## src/rtl/mscr_regs.svh

```systemverilog
// register offsets, reset values, field positions and decode constants for the mode configuration bank
`ifndef MSCR_REGS_SVH
`define MSCR_REGS_SVH

`define MSCR_ADDR_SET1_P2     8'h28
`define MSCR_ADDR_SET1_P3     8'h29
`define MSCR_ADDR_SET2_P0     8'h2a
`define MSCR_RST_SET1_P2      8'h4f
`define MSCR_RST_SET1_P3      8'h0c
`define MSCR_RST_SET2_P0      8'h1c
`define MSCR_RDATA_UNMAPPED   8'h00

`define MSCR_AON_CODE         7:4
`define MSCR_CORE_BUCK_EN     3
`define MSCR_SYSTEM_BUCK_EN   2
`define MSCR_AON_EN           1
`define MSCR_SYSREG_EN        0
`define MSCR_WATCHDOG         7:6
`define MSCR_SYSREG_OFFSET    5
`define MSCR_SYSREG_CODE      4:0
`define MSCR_SHIP             7
`define MSCR_PIN_SELECT       6
`define MSCR_CORE_CODE        5:0

`define MSCR_STEP_MV          12'h0019
`define MSCR_AON_BASE_MV      12'h06a4
`define MSCR_AON_MAX_CODE     4'h8
`define MSCR_SYSREG_BASE_MV   12'h05dc
`define MSCR_SYSREG_MAX_CODE  5'h18
`define MSCR_SYSREG_OFFS_MV   12'h04b0
`define MSCR_CORE_BASE_MV     12'h01f4
`define MSCR_CORE_MAX_CODE    6'h28
`define MSCR_CORE_FIXED_CODE  6'h3f
`define MSCR_CORE_FIXED_MV    12'h0708
`define MSCR_WD_OFF           2'h0
`define MSCR_WD_16            2'h1
`define MSCR_WD_32            2'h2
`define MSCR_WD_64            2'h3
`define MSCR_WD_OFF_S         7'h00
`define MSCR_WD_16_S          7'h10
`define MSCR_WD_32_S          7'h20
`define MSCR_WD_64_S          7'h40

`define MSCR_MODE_SET1        2'h1
`define MSCR_MODE_SET2        2'h2
`define MSCR_BYTE_BITS        4'h8
`define MSCR_FIRST_BIT        4'h1
`define MSCR_ZERO_BITS        4'h0

`endif

```

## src/rtl/mscr_pkg.sv

```systemverilog
// types shared by the mode configuration bank
`default_nettype none
package mscr_pkg;
    typedef struct packed {
        logic        core_buck_en;
        logic        system_buck_en;
        logic        aon_en;
        logic        sysreg_en;
        logic [11:0] aon_mv;
        logic [11:0] sysreg_mv;
        logic [11:0] core_buck_mv;
        logic [6:0]  watchdog_s;
        logic        ship;
    } mscr_ctrl_t;

    typedef enum logic [2:0] {
        ST_IDLE, ST_ADDR, ST_PTR, ST_WDATA, ST_ACK, ST_RDATA, ST_RACK
    } mscr_state_t;
endpackage
`default_nettype wire

```

## src/rtl/mscr_top.sv

```systemverilog
// mode configuration register bank with serial slave port and active mode routing
// Functional notes
// set 1 system buck enable bit: 1 on, 0 off; resets 1.
// set 1 always-on regulator enable bit turns it on at 1; resets 1.
// set 1 system regulator enable bit turns it on at 1; resets 1.
// always-on code gives 1.700 V plus 25 mV steps, capped at 1.900 V.
// watchdog field: 00 off, 01 16 s, 10 32 s, 11 64 s; resets 00.
// system regulator offset bit adds 1.2 V when set; resets 0.
// system regulator code 1.500 V plus 25 mV steps, capped 2.100 V; resets 01100.
// in set 2 the ship bit puts the device in ship mode; resets 0.
// set 2 with source select 0 takes the mode from register bits only.
// set 2 with source select 1 takes the mode from the select pins only.
// core buck code 0.500 V plus 25 mV steps up to 1.500 V; resets 011100.
// core buck code all ones gives a fixed 1.8 V.
// every field is writable and reads back last write or reset value.
// set 1 core buck enable bit turns the buck on at 1; resets 1.
// the active mode's fields drive the controls, switching when the mode changes.
`include "mscr_regs.svh"
`default_nettype none
module mscr_top #(
    parameter logic [6:0] DEVICE_ADDR = 7'h2a  // arbitrary value
) (
    // clock and reset
    input  wire logic               i_clock,
    input  wire logic               i_rst,
    // serial slave pins
    input  wire logic               i_scl,
    input  wire logic               i_sda,
    output logic                    o_sda_out,
    output logic                    o_sda_oe,
    // mode sources
    input  wire logic               i_register_mode_bit_low,
    input  wire logic               i_register_mode_bit_high,
    input  wire logic               i_mode_select_pin_low,
    input  wire logic               i_mode_select_pin_high,
    input  wire logic               i_mode_source_pin_select_other,
    // controls of modes held outside this bank
    input  wire mscr_pkg::mscr_ctrl_t i_other_ctrl,
    // routed controls
    output logic [1:0]              o_active_mode,
    output mscr_pkg::mscr_ctrl_t    o_ctrl
);
    logic                  scl_d;
    logic                  sda_d;
    logic                  scl_rise;
    logic                  scl_fall;
    logic                  bus_start;
    logic                  bus_stop;
    mscr_pkg::mscr_state_t st;
    mscr_pkg::mscr_state_t after_ack;
    logic [3:0]            nbits;
    logic [7:0]            shreg;
    logic [7:0]            ptr;
    logic                  wr_en;
    logic [7:0]            rdata;
    logic [7:0]            set1_p2;
    logic [7:0]            set1_p3;
    logic [7:0]            set2_p0;
    logic                  pin_source;
    logic [1:0]            next_mode;
    mscr_pkg::mscr_ctrl_t  next_ctrl;

    // bus edge detection
    always_ff @(posedge i_clock or posedge i_rst) begin
        if (i_rst) begin
            scl_d <= 1'b1;
            sda_d <= 1'b1;
        end else begin
            scl_d <= i_scl;
            sda_d <= i_sda;
        end
    end

    assign scl_rise  = i_scl & ~scl_d;
    assign scl_fall  = ~i_scl & scl_d;
    assign bus_start = i_scl & scl_d & sda_d & ~i_sda;
    assign bus_stop  = i_scl & scl_d & ~sda_d & i_sda;
    assign wr_en     = (st == mscr_pkg::ST_WDATA) && scl_fall && (nbits == `MSCR_BYTE_BITS) && !bus_stop;
    assign o_sda_out = 1'b0;

    function automatic logic [7:0] read_reg(input logic [7:0] a, input logic [7:0] r0,
                                            input logic [7:0] r1, input logic [7:0] r2);
        if (a == `MSCR_ADDR_SET1_P2) begin
            return r0;
        end else if (a == `MSCR_ADDR_SET1_P3) begin
            return r1;
        end else if (a == `MSCR_ADDR_SET2_P0) begin
            return r2;
        end
        return `MSCR_RDATA_UNMAPPED;
    endfunction

    assign rdata = read_reg(ptr, set1_p2, set1_p3, set2_p0);

    // serial slave sequencing
    always_ff @(posedge i_clock or posedge i_rst) begin
        if (i_rst) begin
            st        <= mscr_pkg::ST_IDLE;
            after_ack <= mscr_pkg::ST_IDLE;
            nbits     <= `MSCR_ZERO_BITS;
            shreg     <= 8'h00;
            ptr       <= 8'h00;
            o_sda_oe  <= 1'b0;
        end else if (bus_start) begin
            st       <= mscr_pkg::ST_ADDR;
            nbits    <= `MSCR_ZERO_BITS;
            o_sda_oe <= 1'b0;
        end else if (bus_stop) begin
            st       <= mscr_pkg::ST_IDLE;
            o_sda_oe <= 1'b0;
        end else begin
            unique case (st)
                mscr_pkg::ST_IDLE: begin
                    o_sda_oe <= 1'b0;
                end
                mscr_pkg::ST_ADDR, mscr_pkg::ST_PTR, mscr_pkg::ST_WDATA: begin
                    if (scl_rise) begin
                        shreg <= {shreg[6:0], i_sda};
                        nbits <= nbits + `MSCR_FIRST_BIT;
                    end else if (scl_fall && nbits == `MSCR_BYTE_BITS) begin
                        nbits <= `MSCR_ZERO_BITS;
                        if (st == mscr_pkg::ST_ADDR) begin
                            if (shreg[7:1] == DEVICE_ADDR) begin
                                o_sda_oe  <= 1'b1;
                                st        <= mscr_pkg::ST_ACK;
                                after_ack <= shreg[0] ? mscr_pkg::ST_RDATA : mscr_pkg::ST_PTR;
                            end else begin
                                st <= mscr_pkg::ST_IDLE;
                            end
                        end else begin
                            if (st == mscr_pkg::ST_PTR) begin
                                ptr <= shreg;
                            end else begin
                                ptr <= ptr + 8'h01;
                            end
                            o_sda_oe  <= 1'b1;
                            st        <= mscr_pkg::ST_ACK;
                            after_ack <= mscr_pkg::ST_WDATA;
                        end
                    end
                end
                mscr_pkg::ST_ACK: begin
                    if (scl_fall) begin
                        st <= after_ack;
                        if (after_ack == mscr_pkg::ST_RDATA) begin
                            shreg    <= rdata;
                            o_sda_oe <= ~rdata[7];
                            nbits    <= `MSCR_FIRST_BIT;
                            ptr      <= ptr + 8'h01;
                        end else begin
                            o_sda_oe <= 1'b0;
                        end
                    end
                end
                mscr_pkg::ST_RDATA: begin
                    if (scl_fall) begin
                        if (nbits == `MSCR_BYTE_BITS) begin
                            o_sda_oe <= 1'b0;
                            st       <= mscr_pkg::ST_RACK;
                        end else begin
                            o_sda_oe <= ~shreg[6];
                            shreg    <= {shreg[6:0], 1'b0};
                            nbits    <= nbits + `MSCR_FIRST_BIT;
                        end
                    end
                end
                mscr_pkg::ST_RACK: begin
                    if (scl_rise && i_sda) begin
                        st <= mscr_pkg::ST_IDLE;
                    end else if (scl_fall) begin
                        shreg    <= rdata;
                        o_sda_oe <= ~rdata[7];
                        nbits    <= `MSCR_FIRST_BIT;
                        ptr      <= ptr + 8'h01;
                        st       <= mscr_pkg::ST_RDATA;
                    end
                end
            endcase
        end
    end

    // configuration storage, read back unchanged
    always_ff @(posedge i_clock or posedge i_rst) begin
        if (i_rst) begin
            set1_p2 <= `MSCR_RST_SET1_P2;
            set1_p3 <= `MSCR_RST_SET1_P3;
            set2_p0 <= `MSCR_RST_SET2_P0;
        end else if (wr_en) begin
            if (ptr == `MSCR_ADDR_SET1_P2) set1_p2 <= shreg;
            if (ptr == `MSCR_ADDR_SET1_P3) set1_p3 <= shreg;
            if (ptr == `MSCR_ADDR_SET2_P0) set2_p0 <= shreg;
        end
    end

    // active mode source selection
    assign pin_source = (o_active_mode == `MSCR_MODE_SET2) ? set2_p0[`MSCR_PIN_SELECT]
                                                          : i_mode_source_pin_select_other;
    assign next_mode  = pin_source ? {i_mode_select_pin_high, i_mode_select_pin_low}
                                   : {i_register_mode_bit_high, i_register_mode_bit_low};

    always_ff @(posedge i_clock or posedge i_rst) begin
        if (i_rst) begin
            o_active_mode <= 2'h0;
        end else begin
            o_active_mode <= next_mode;
        end
    end

    // field decode and routing
    always_comb begin
        next_ctrl = i_other_ctrl;
        if (o_active_mode == `MSCR_MODE_SET1) begin
            next_ctrl.core_buck_en   = set1_p2[`MSCR_CORE_BUCK_EN];
            next_ctrl.system_buck_en = set1_p2[`MSCR_SYSTEM_BUCK_EN];
            next_ctrl.aon_en         = set1_p2[`MSCR_AON_EN];
            next_ctrl.sysreg_en      = set1_p2[`MSCR_SYSREG_EN];
            next_ctrl.aon_mv = (set1_p2[`MSCR_AON_CODE] > `MSCR_AON_MAX_CODE)
                ? 12'(`MSCR_AON_BASE_MV + `MSCR_STEP_MV * `MSCR_AON_MAX_CODE)
                : 12'(`MSCR_AON_BASE_MV + `MSCR_STEP_MV * set1_p2[`MSCR_AON_CODE]);
            next_ctrl.sysreg_mv = 12'(((set1_p3[`MSCR_SYSREG_CODE] > `MSCR_SYSREG_MAX_CODE)
                ? 12'(`MSCR_SYSREG_BASE_MV + `MSCR_STEP_MV * `MSCR_SYSREG_MAX_CODE)
                : 12'(`MSCR_SYSREG_BASE_MV + `MSCR_STEP_MV * set1_p3[`MSCR_SYSREG_CODE]))
                + (set1_p3[`MSCR_SYSREG_OFFSET] ? `MSCR_SYSREG_OFFS_MV : 12'h0000));
            unique case (set1_p3[`MSCR_WATCHDOG])
                `MSCR_WD_OFF: next_ctrl.watchdog_s = `MSCR_WD_OFF_S;
                `MSCR_WD_16:  next_ctrl.watchdog_s = `MSCR_WD_16_S;
                `MSCR_WD_32:  next_ctrl.watchdog_s = `MSCR_WD_32_S;
                `MSCR_WD_64:  next_ctrl.watchdog_s = `MSCR_WD_64_S;
            endcase
        end else if (o_active_mode == `MSCR_MODE_SET2) begin
            next_ctrl.ship = set2_p0[`MSCR_SHIP];
            if (set2_p0[`MSCR_CORE_CODE] == `MSCR_CORE_FIXED_CODE) begin
                next_ctrl.core_buck_mv = `MSCR_CORE_FIXED_MV;
            end else if (set2_p0[`MSCR_CORE_CODE] > `MSCR_CORE_MAX_CODE) begin
                next_ctrl.core_buck_mv = 12'(`MSCR_CORE_BASE_MV + `MSCR_STEP_MV * `MSCR_CORE_MAX_CODE);
            end else begin
                next_ctrl.core_buck_mv = 12'(`MSCR_CORE_BASE_MV + `MSCR_STEP_MV * set2_p0[`MSCR_CORE_CODE]);
            end
        end
    end

    always_ff @(posedge i_clock or posedge i_rst) begin
        if (i_rst) begin
            o_ctrl <= '0;
        end else begin
            o_ctrl <= next_ctrl;
        end
    end
endmodule // mscr_top
`default_nettype wire
```

## config.mk

```make
export PLATFORM = sky130hd
export DESIGN_NAME = mscr_top
export DESIGN_NICKNAME = d
export VERILOG_FILES = /design/src/rtl/mscr_pkg.sv /design/src/rtl/mscr_top.sv
export VERILOG_INCLUDE_DIRS = /design/src /design/src/rtl
export SDC_FILE = /design/constraint.sdc
export NUM_CORES = 1
export LEC_CHECK = 0
export ABC_AREA = 1
export BUFFER_PORTS_ARGS = -buffer_cell sky130_fd_sc_hd__buf_2
export CAP_MARGIN = 40
export CORE_MARGIN = 4
export CORE_UTILIZATION = 40
export DETAILED_ROUTE_END_ITERATION = 7
export HOLD_SLACK_MARGIN = 0.02
export MAX_ROUTING_LAYER = met4
export PLACE_DENSITY = 0.68
export REMOVE_ABC_BUFFERS = 1
export SLEW_MARGIN = 15
export SYNTH_ARGS = -nofsm -noshare
export SYNTH_HDL_FRONTEND = slang
export SYNTH_SLANG_ARGS = --single-unit
```

## constraint.sdc

```tcl
create_clock -name i_clock -period 4.1 [get_ports i_clock]
set_input_delay 0.205 -clock i_clock [delete_from_list [all_inputs] [get_ports i_clock]]
set_output_delay 0.205 -clock i_clock [all_outputs]
set_load 0.02 [all_outputs]
```

==> impl_metrics.ini, run 1 <==
[run_status]
result_of_the_run = completed

[synth]
synth.lib_cells_used.distinct = 56
ys_seq_elements = 103
primary_flip_flop_cell_chosen_by_synthesis_mapping = dfrtp_1
asyncSetResetFlopFracSynth = 1.00
post-synth-top-area-cell = dfrtp_1
synth-warning-count = 0
synth_largest_type_area_fraction = 0.346
syn_avg_cell_area_um2 = 8.37
ys_top_cells_by_count = 158 x nand2_1, 118 x inv_1, 91 x dfrtp_1
synth_cells = 787
synth-seq-area-share = 0.394
post-synth-top-count-cell = nand2_1
number_of_synthesized_flops_with_an_enable_pin = 0
top_area_cells_in_the_synthesized_netlist = dfrtp_1 35%, ha_1 14%, nand2_1 9.0%, inv_1 6.7%, o21ai_0 6.0%
netlist_area_mm2 = 0.00659

[sta]
rsz0062_at_grt = no
summed_negative_setup_slack_over_all_endpoints_ns = 0
clock.fmax_mhz = 263
setup-violations-final = 0
min_period_ns = 3.80
drv_slew = 0
final.period_utilization = 0.928
layout_setup_ws_ns = 0.297
worst_clk_skew_ns = 0.0101
hold_viol = 0
worst_slew_pin_slew_ns = 0.696
timing.slew.headroom = 0.534

[clock_network]
clock_sinks = 103
tritoncts_clock_tree = done
clk_pin_slew_ns = 0.08
clkLatencyLatePin_ns = 0.35
cts_buffer_depth = 2
cts-htree-levels = 3
cts-buffers-inserted = 9
ctsRootBufferMaster = clkbuf_16
post_cts.resized_instances = 0

[place]
dp.cells = 1100
io_buffer_count = 107
pre_cts_ws_ns = 0.302
gpl.final_weighted_congestion = 0.886
detailed_place_hpwl_um = 11700

[critical_path]
number_of_cells_on_the_worst_reg_to_reg_path = 19
cp_common_cell = nand2_1
timing.critical_path.slowest_cell_delay_ns = 0.48
required_ns = 4.35
critPathSlowestCell = fa_1
start_kind = flop
arrival_ns = 4.05
worst-path-max-fanout = 4
cp_cell_sequence = inv_1 -> ha_1 -> inv_1 -> fa_1 -> inv_1 -> ha_1 -> ha_1 -> fa_1 -> or2_2 -> ha_1 -> nand2_1 -> nand2_1 -> nand4_1 -> a21oi_1 -> nand3_1 -> nand2_1 -> nand2_1 -> nand3_1 -> nand2_1
critPathKind = flop to flop
element_type_at_the_critical_path_end = flop

[power_and_ir_drop]
total_leakage_power_nw = 3.91
power-per-cell-area_mw_per_mm2 = 467
vdd_drop_max_mv = 0.394

[route]
drt_pass1_iterations = 4
vias = 5428
antenna_left = 0
drt-total-wl_um = 15200
post_drt_via_cell_ratio = 4.85
drc_violations_left = 0
drt-initial-drc-count = 307
routed_wire_length_per_instance_um = 13.6

[die]
die-width_um = 136
row_count = 46
die_area_mm2 = 0.0186
placeableCoreArea_mm2 = 0.0160
starting_density = 0.412
dieHeight_um = 136
top_level_ports = 109

[worst_hold_path]
min_delay_path_depth = 3
hold_path.class = input pin to flop

[global_routing]
grt_antenna_before_repair = 0
grt-ovfl-total = 0
grt_usage = 0.172
first_global_vias = 5111
grt_pass1_wl_um = 25100
grt_start_max_net_pins = 52

[finish]
syn2layout_area_growth_pct = 17.5
layout-drive-gt1-share = 0.195
post-route-util = 0.484
final_layout_net_count = 1038
final-instance-count-excl-fill = 1119
diodes_inserted = 0
n_fill_cell = 1557

[job]
max_cap_viol_count = 0
## state kept, by name, summed over array words and instances (netlist names)
signal	cells
sda_d	1
set2_p0	8
shreg	8
nbits	4
o_ctrl	48
o_sda_oe	1
o_active_mode	2
ptr	8
after_ack	3
scl_d	1
set1_p2	8
set1_p3	8
st	3
## area by class of cell
type / instances / area, um2 / share of cell area
multi-input combinational: 547 / 3470 / 0.448
sequential: 103 / 2590 / 0.335
timing repair buffer: 113 / 608 / 0.0785
inverter: 124 / 470 / 0.0608
tap: 216 / 270 / 0.0349
clock buffer: 10 / 239 / 0.0309
clock inverter: 6 / 97.6 / 0.0126
## routing by layer
layer | GRT usage | part of all wire
met2 | 0.271 | 0.46
met4 | 0.0476 | 0.013
met1 | 0.230 | 0.47
met5 | - | 0
met3 | 0.0285 | 0.054
## kinds of logic after synthesis
group | Yosys count | synth area share
AND/OR/NAND/NOR | 278 | 0.186
AO/OA/AOI/OAI | 172 | 0.153
buffers and inverters | 137 | 0.0803
flip-flops | 103 | 0.394
adder cells (fa/ha/maj) | 83 | 0.169
XOR/XNOR | 10 | 0.0133
multiplexers | 3 | 0.00494
other | 1 | 0.000569
## per-stage QoR
step	power [mW]	hold slack (ns)	cell area (um2)
3_5_place_dp	2.66	0.190	7380
6_report	3.62	0.0483	7740
4_1_cts	3.65	0.0387	7740
5_1_grt	3.88	0.0503	7740
3_3_place_gp	2.65	0.345	7350
2_1_floorplan	2.30	0.209	6530
## placed cells by master, fill, tap and decap left out, types with 5 or more instances in the layout
| cell type | synthesis | routed |
|---|---|---|
| a21oi_1 | 44 | 44 |
| buf_2 | 1 | 107 |
| clkbuf_16 | 0 | 9 |
| dfrtp_1 | 91 | 91 |
| dfstp_2 | 12 | 12 |
| fa_1 | 10 | 10 |
| ha_1 | 73 | 73 |
| inv_1 | 118 | 117 |
| nand2_1 | 158 | 158 |
| nand3_1 | 34 | 34 |
| nand4_1 | 5 | 5 |
| nor2_1 | 49 | 49 |
| nor2_2 | 5 | 5 |
| o211ai_1 | 9 | 9 |
| o21ai_0 | 79 | 79 |
| o31ai_1 | 10 | 10 |
| or2_2 | 6 | 6 |
| xor2_1 | 8 | 8 |
## worst paths after layout
path                                   startpoint                     end  slack (ns)
max in group asynchronous                   i_rst     o_ctrl[6]$_DFF_PP0_        2.75
hold / removal                   i_other_ctrl[30]    o_ctrl[30]$_DFF_PP0_        0.05
setup reg to reg           set1_p3[0]$_DFFE_PP0P_    o_ctrl[31]$_DFF_PP0_        0.30
min in group asynchronous                   i_rst    o_ctrl[17]$_DFF_PP0_        0.35
hold reg to reg            set1_p2[0]$_DFFE_PP1P_  set1_p2[0]$_DFFE_PP1P_        0.50
setup / recovery           set1_p3[0]$_DFFE_PP0P_    o_ctrl[31]$_DFF_PP0_        0.30
## power breakdown
group          switching [mW]  total (mW)  internal, mW
logic                   0.870        1.30         0.429
clock network           0.411       0.973         0.562
registers               0.147        1.35          1.20
total                    1.43        3.62          2.19
## critical path, delay by kind of cell (launching register included)
| kind | cells | cell delay [ns] |
|---|---|---|
| AND/OR/NAND/NOR | 9 | 0.92 |
| buffers and inverters | 3 | 0.18 |
| adder cells (fa/ha/maj) | 6 | 1.96 |
| flip-flops | 1 | 0.40 |
| AO/OA/AOI/OAI | 1 | 0.22 |
## repair_timing
item                                   CTS  global route
endpoints found under the hold margin   20             0
setup buffers                            0             0
hold buffers                             3             0
setup endpoints to repair                0             0
No activity file was read; power rests on OpenSTA's default activity.
==> run 2, diff against run 1 <==
--- a/config.mk
+++ b/config.mk
@@ -9,8 +9,9 @@
 export ABC_AREA = 1
 export BUFFER_PORTS_ARGS = -buffer_cell sky130_fd_sc_hd__buf_2
 export CAP_MARGIN = 40
-export CORE_MARGIN = 4
+export CORE_MARGIN = 2
 export CORE_UTILIZATION = 40
+export CTS_CLUSTER_SIZE = 14
 export DETAILED_ROUTE_END_ITERATION = 7
 export HOLD_SLACK_MARGIN = 0.02
 export MAX_ROUTING_LAYER = met4
==> run 2 against run 1 <==
  * Global-route usage grew 0.81 points
  * Critical endpoint unchanged
  * Worst hold slack gained 0.0045 ns
  * Critical path depth shrank 2
  * Non-clock buffer count is the same
  * Via count grew 1.5%
  * Setup slack gained 0.058 ns
  * Highest routed layer unchanged
  * Combinational power is essentially flat
  * Wire length shrank 0.48%
  * Clock skew shrank 0.0014 ns
  * Sequential power is essentially flat
  * Core utilization is essentially flat
==> impl_metrics.ini, run 2 (synthesis results as in run 1) <==
[run_status]
result_of_the_run = completed

[finish]
layout.cells.most_common = nand2_1
diodes_inserted = 0
post-route-util = 0.484
most-common-layout-cells = 158 x nand2_1, 117 x inv_1, 107 x buf_2
flip_flop_count_of_the_largest_register_all_copies_and_words_added = 48
final_layout_net_count = 1038
layout-drive-gt1-share = 0.195
syn2layout_area_growth_pct = 17.4
largest_register = o_ctrl

[clock_network]
ctsRootBufferMaster = clkbuf_16
cts_hold_buffers_added = 3
clock_sinks = 103
cts-buffers-inserted = 9
cts_buffer_depth = 2
post_cts.resized_instances = 0
cts-htree-levels = 3
clkLatencyLatePin_ns = 0.36
tritoncts_clock_tree = done
clk_pin_slew_ns = 0.07
cts.repair_timing.setup_buffer_count = 0

[global_routing]
grt-ovfl-total = 0
grt_pass1_wl_um = 25100
grt_start_max_net_pins = 60
grt_antenna_before_repair = 0
first_global_vias = 5175
grt_usage = 0.180

[power_and_ir_drop]
power_frac_clock = 0.266
power-per-cell-area_mw_per_mm2 = 468
p_int_mw = 2.17
combPwrFrac = 0.362
total_leakage_power_nw = 3.91
share_seq_of_total_power = 0.372
vdd_drop_max_mv = 0.448
switch_share = 0.400
power.net_switching_mw = 1.45

[sta]
rsz0062_at_grt = no
setup-violations-final = 0
worst_clk_skew_ns = 0.00868
timing.slew.headroom = 0.585
min_period_ns = 3.75
worst_slew_pin_slew_ns = 0.620
hold_viol = 0
clock.fmax_mhz = 267
final.period_utilization = 0.914
hold-worst-slack_ns = 0.0528
drv_slew = 0
summed_negative_setup_slack_over_all_endpoints_ns = 0

[place]
gpl.final_weighted_congestion = 0.853
detailed_place_hpwl_um = 11500
io_buffer_count = 107

[worst_hold_path]
hold_path.class = input pin to flop

[route]
post_drt_via_cell_ratio = 4.92
vias = 5510
drc_violations_left = 0
routed_wire_length_per_instance_um = 13.5
drt-initial-drc-count = 357
drt_pass1_iterations = 5
antenna_left = 0
drt-total-wl_um = 15100

[critical_path]
cp_common_cell = nand2_1
critical_path.startpoint = set1_p3[3]$_DFFE_PP1P_
r2r_end = o_ctrl[31]$_DFF_PP0_
critPathCapture = o_ctrl[31]$_DFF_PP0_
cp_cell_sequence = inv_1 -> fa_1 -> inv_1 -> ha_1 -> ha_1 -> fa_1 -> or2_2 -> ha_1 -> nand2_1 -> nand2_1 -> nand4_1 -> a21oi_1 -> nand3_1 -> nand2_1 -> nand2_1 -> nand3_1 -> nand2_1
worst-path-max-fanout = 7
start_kind = flop
required_ns = 4.34
timing.critical_path.slowest_cell_delay_ns = 0.60
number_of_cells_on_the_worst_reg_to_reg_path = 17
worst_r2r_startpoint = set1_p3[3]$_DFFE_PP1P_
slack_of_the_worst_reg_to_reg_path_ns = 0.35
element_type_at_the_critical_path_end = flop
critPathKind = flop to flop
arrival_ns = 3.99
critPathSlowestCell = dfstp_2

[die]
row_count = 46
top_level_ports = 109
die_area_mm2 = 0.0175
dieHeight_um = 132
die-width_um = 132
starting_density = 0.412
placeableCoreArea_mm2 = 0.0160

[job]
max_cap_viol_count = 0
[run 2: cell count changes in the layout (fill, tap and decap cells not counted), sizes merged]
cell      before  now
clkbuf        10    9
clkinv         3    4
clkinvlp       0    1
inv          125  124
[run 2: power by group through the flow]
| stage | clock (mW) | sequential [mW] | combinational [mW] |
|---|---|---|---|
| after detailed placement | 0 | 1.36 | 1.30 |
| after global routing | 1.02 | 1.37 | 1.48 |
| after floorplan | 0 | 1.40 | 0.900 |
| after global placement | 0 | 1.36 | 1.29 |
| final | 0.965 | 1.35 | 1.31 |
| after CTS | 0.979 | 1.34 | 1.31 |
[run 2: worst min-delay path by stage]
| stage | start | end | slack, ns | cells past startpoint |
|---|---|---|---|---|
| CTS | i_other_ctrl[4] | o_ctrl[4]$_DFF_PP0_ | 0.04 | 3 |
| global route | i_other_ctrl[2] | o_ctrl[2]$_DFF_PP0_ | 0.06 | 3 |
| detailed placement | i_rst | o_ctrl[10]$_DFF_PP0_ | 0.12 | 2 |
| global placement | i_scl | scl_d$_DFF_PP1_ | 0.34 | 1 |
| finish | i_other_ctrl[31] | o_ctrl[31]$_DFF_PP0_ | 0.05 | 3 |
| floorplan | i_scl | scl_d$_DFF_PP1_ | 0.21 | 0 |
[run 2: final cells by class]
cell class | count | area [um2]
fillers | 1572 | 8260
multi-input cells | 547 | 3470
flip-flops and latches | 103 | 2590
repair buffers | 113 | 608
inverters | 124 | 470
well taps | 216 | 270
clock buffers | 9 | 225
clock inverters | 7 | 104
[run 2: worst max-delay path, delay by kind of cell, from the launching register on]
| family | cells | cell delay [ns] |
|---|---|---|
| adder cells (fa/ha/maj) | 5 | 1.76 |
| AND/OR/NAND/NOR | 9 | 0.89 |
| flip-flops | 1 | 0.60 |
| AO/OA/AOI/OAI | 1 | 0.22 |
| buffers and inverters | 2 | 0.18 |
[run 2: through the flow]
step / cells / setup WS [ns] / cell area, um2 / total power, mW
after global placement: 1099 / 0.388 / 7350 / 2.65
after global routing: 1119 / 0.0751 / 7740 / 3.87
after detailed placement: 1100 / 0.340 / 7380 / 2.66
after floorplan: 774 / 0.548 / 6530 / 2.30
after CTS: 1119 / 0.323 / 7740 / 3.63
final: 1119 / 0.355 / 7740 / 3.62
[run 2: routing by layer]
layer	track usage	vias up	share of wire
met5	-	-	0
met4	0.0532	0	0.013
met3	0.0273	16	0.048
met2	0.275	160	0.45
met1	0.248	2537	0.49
li1	-	2797	-
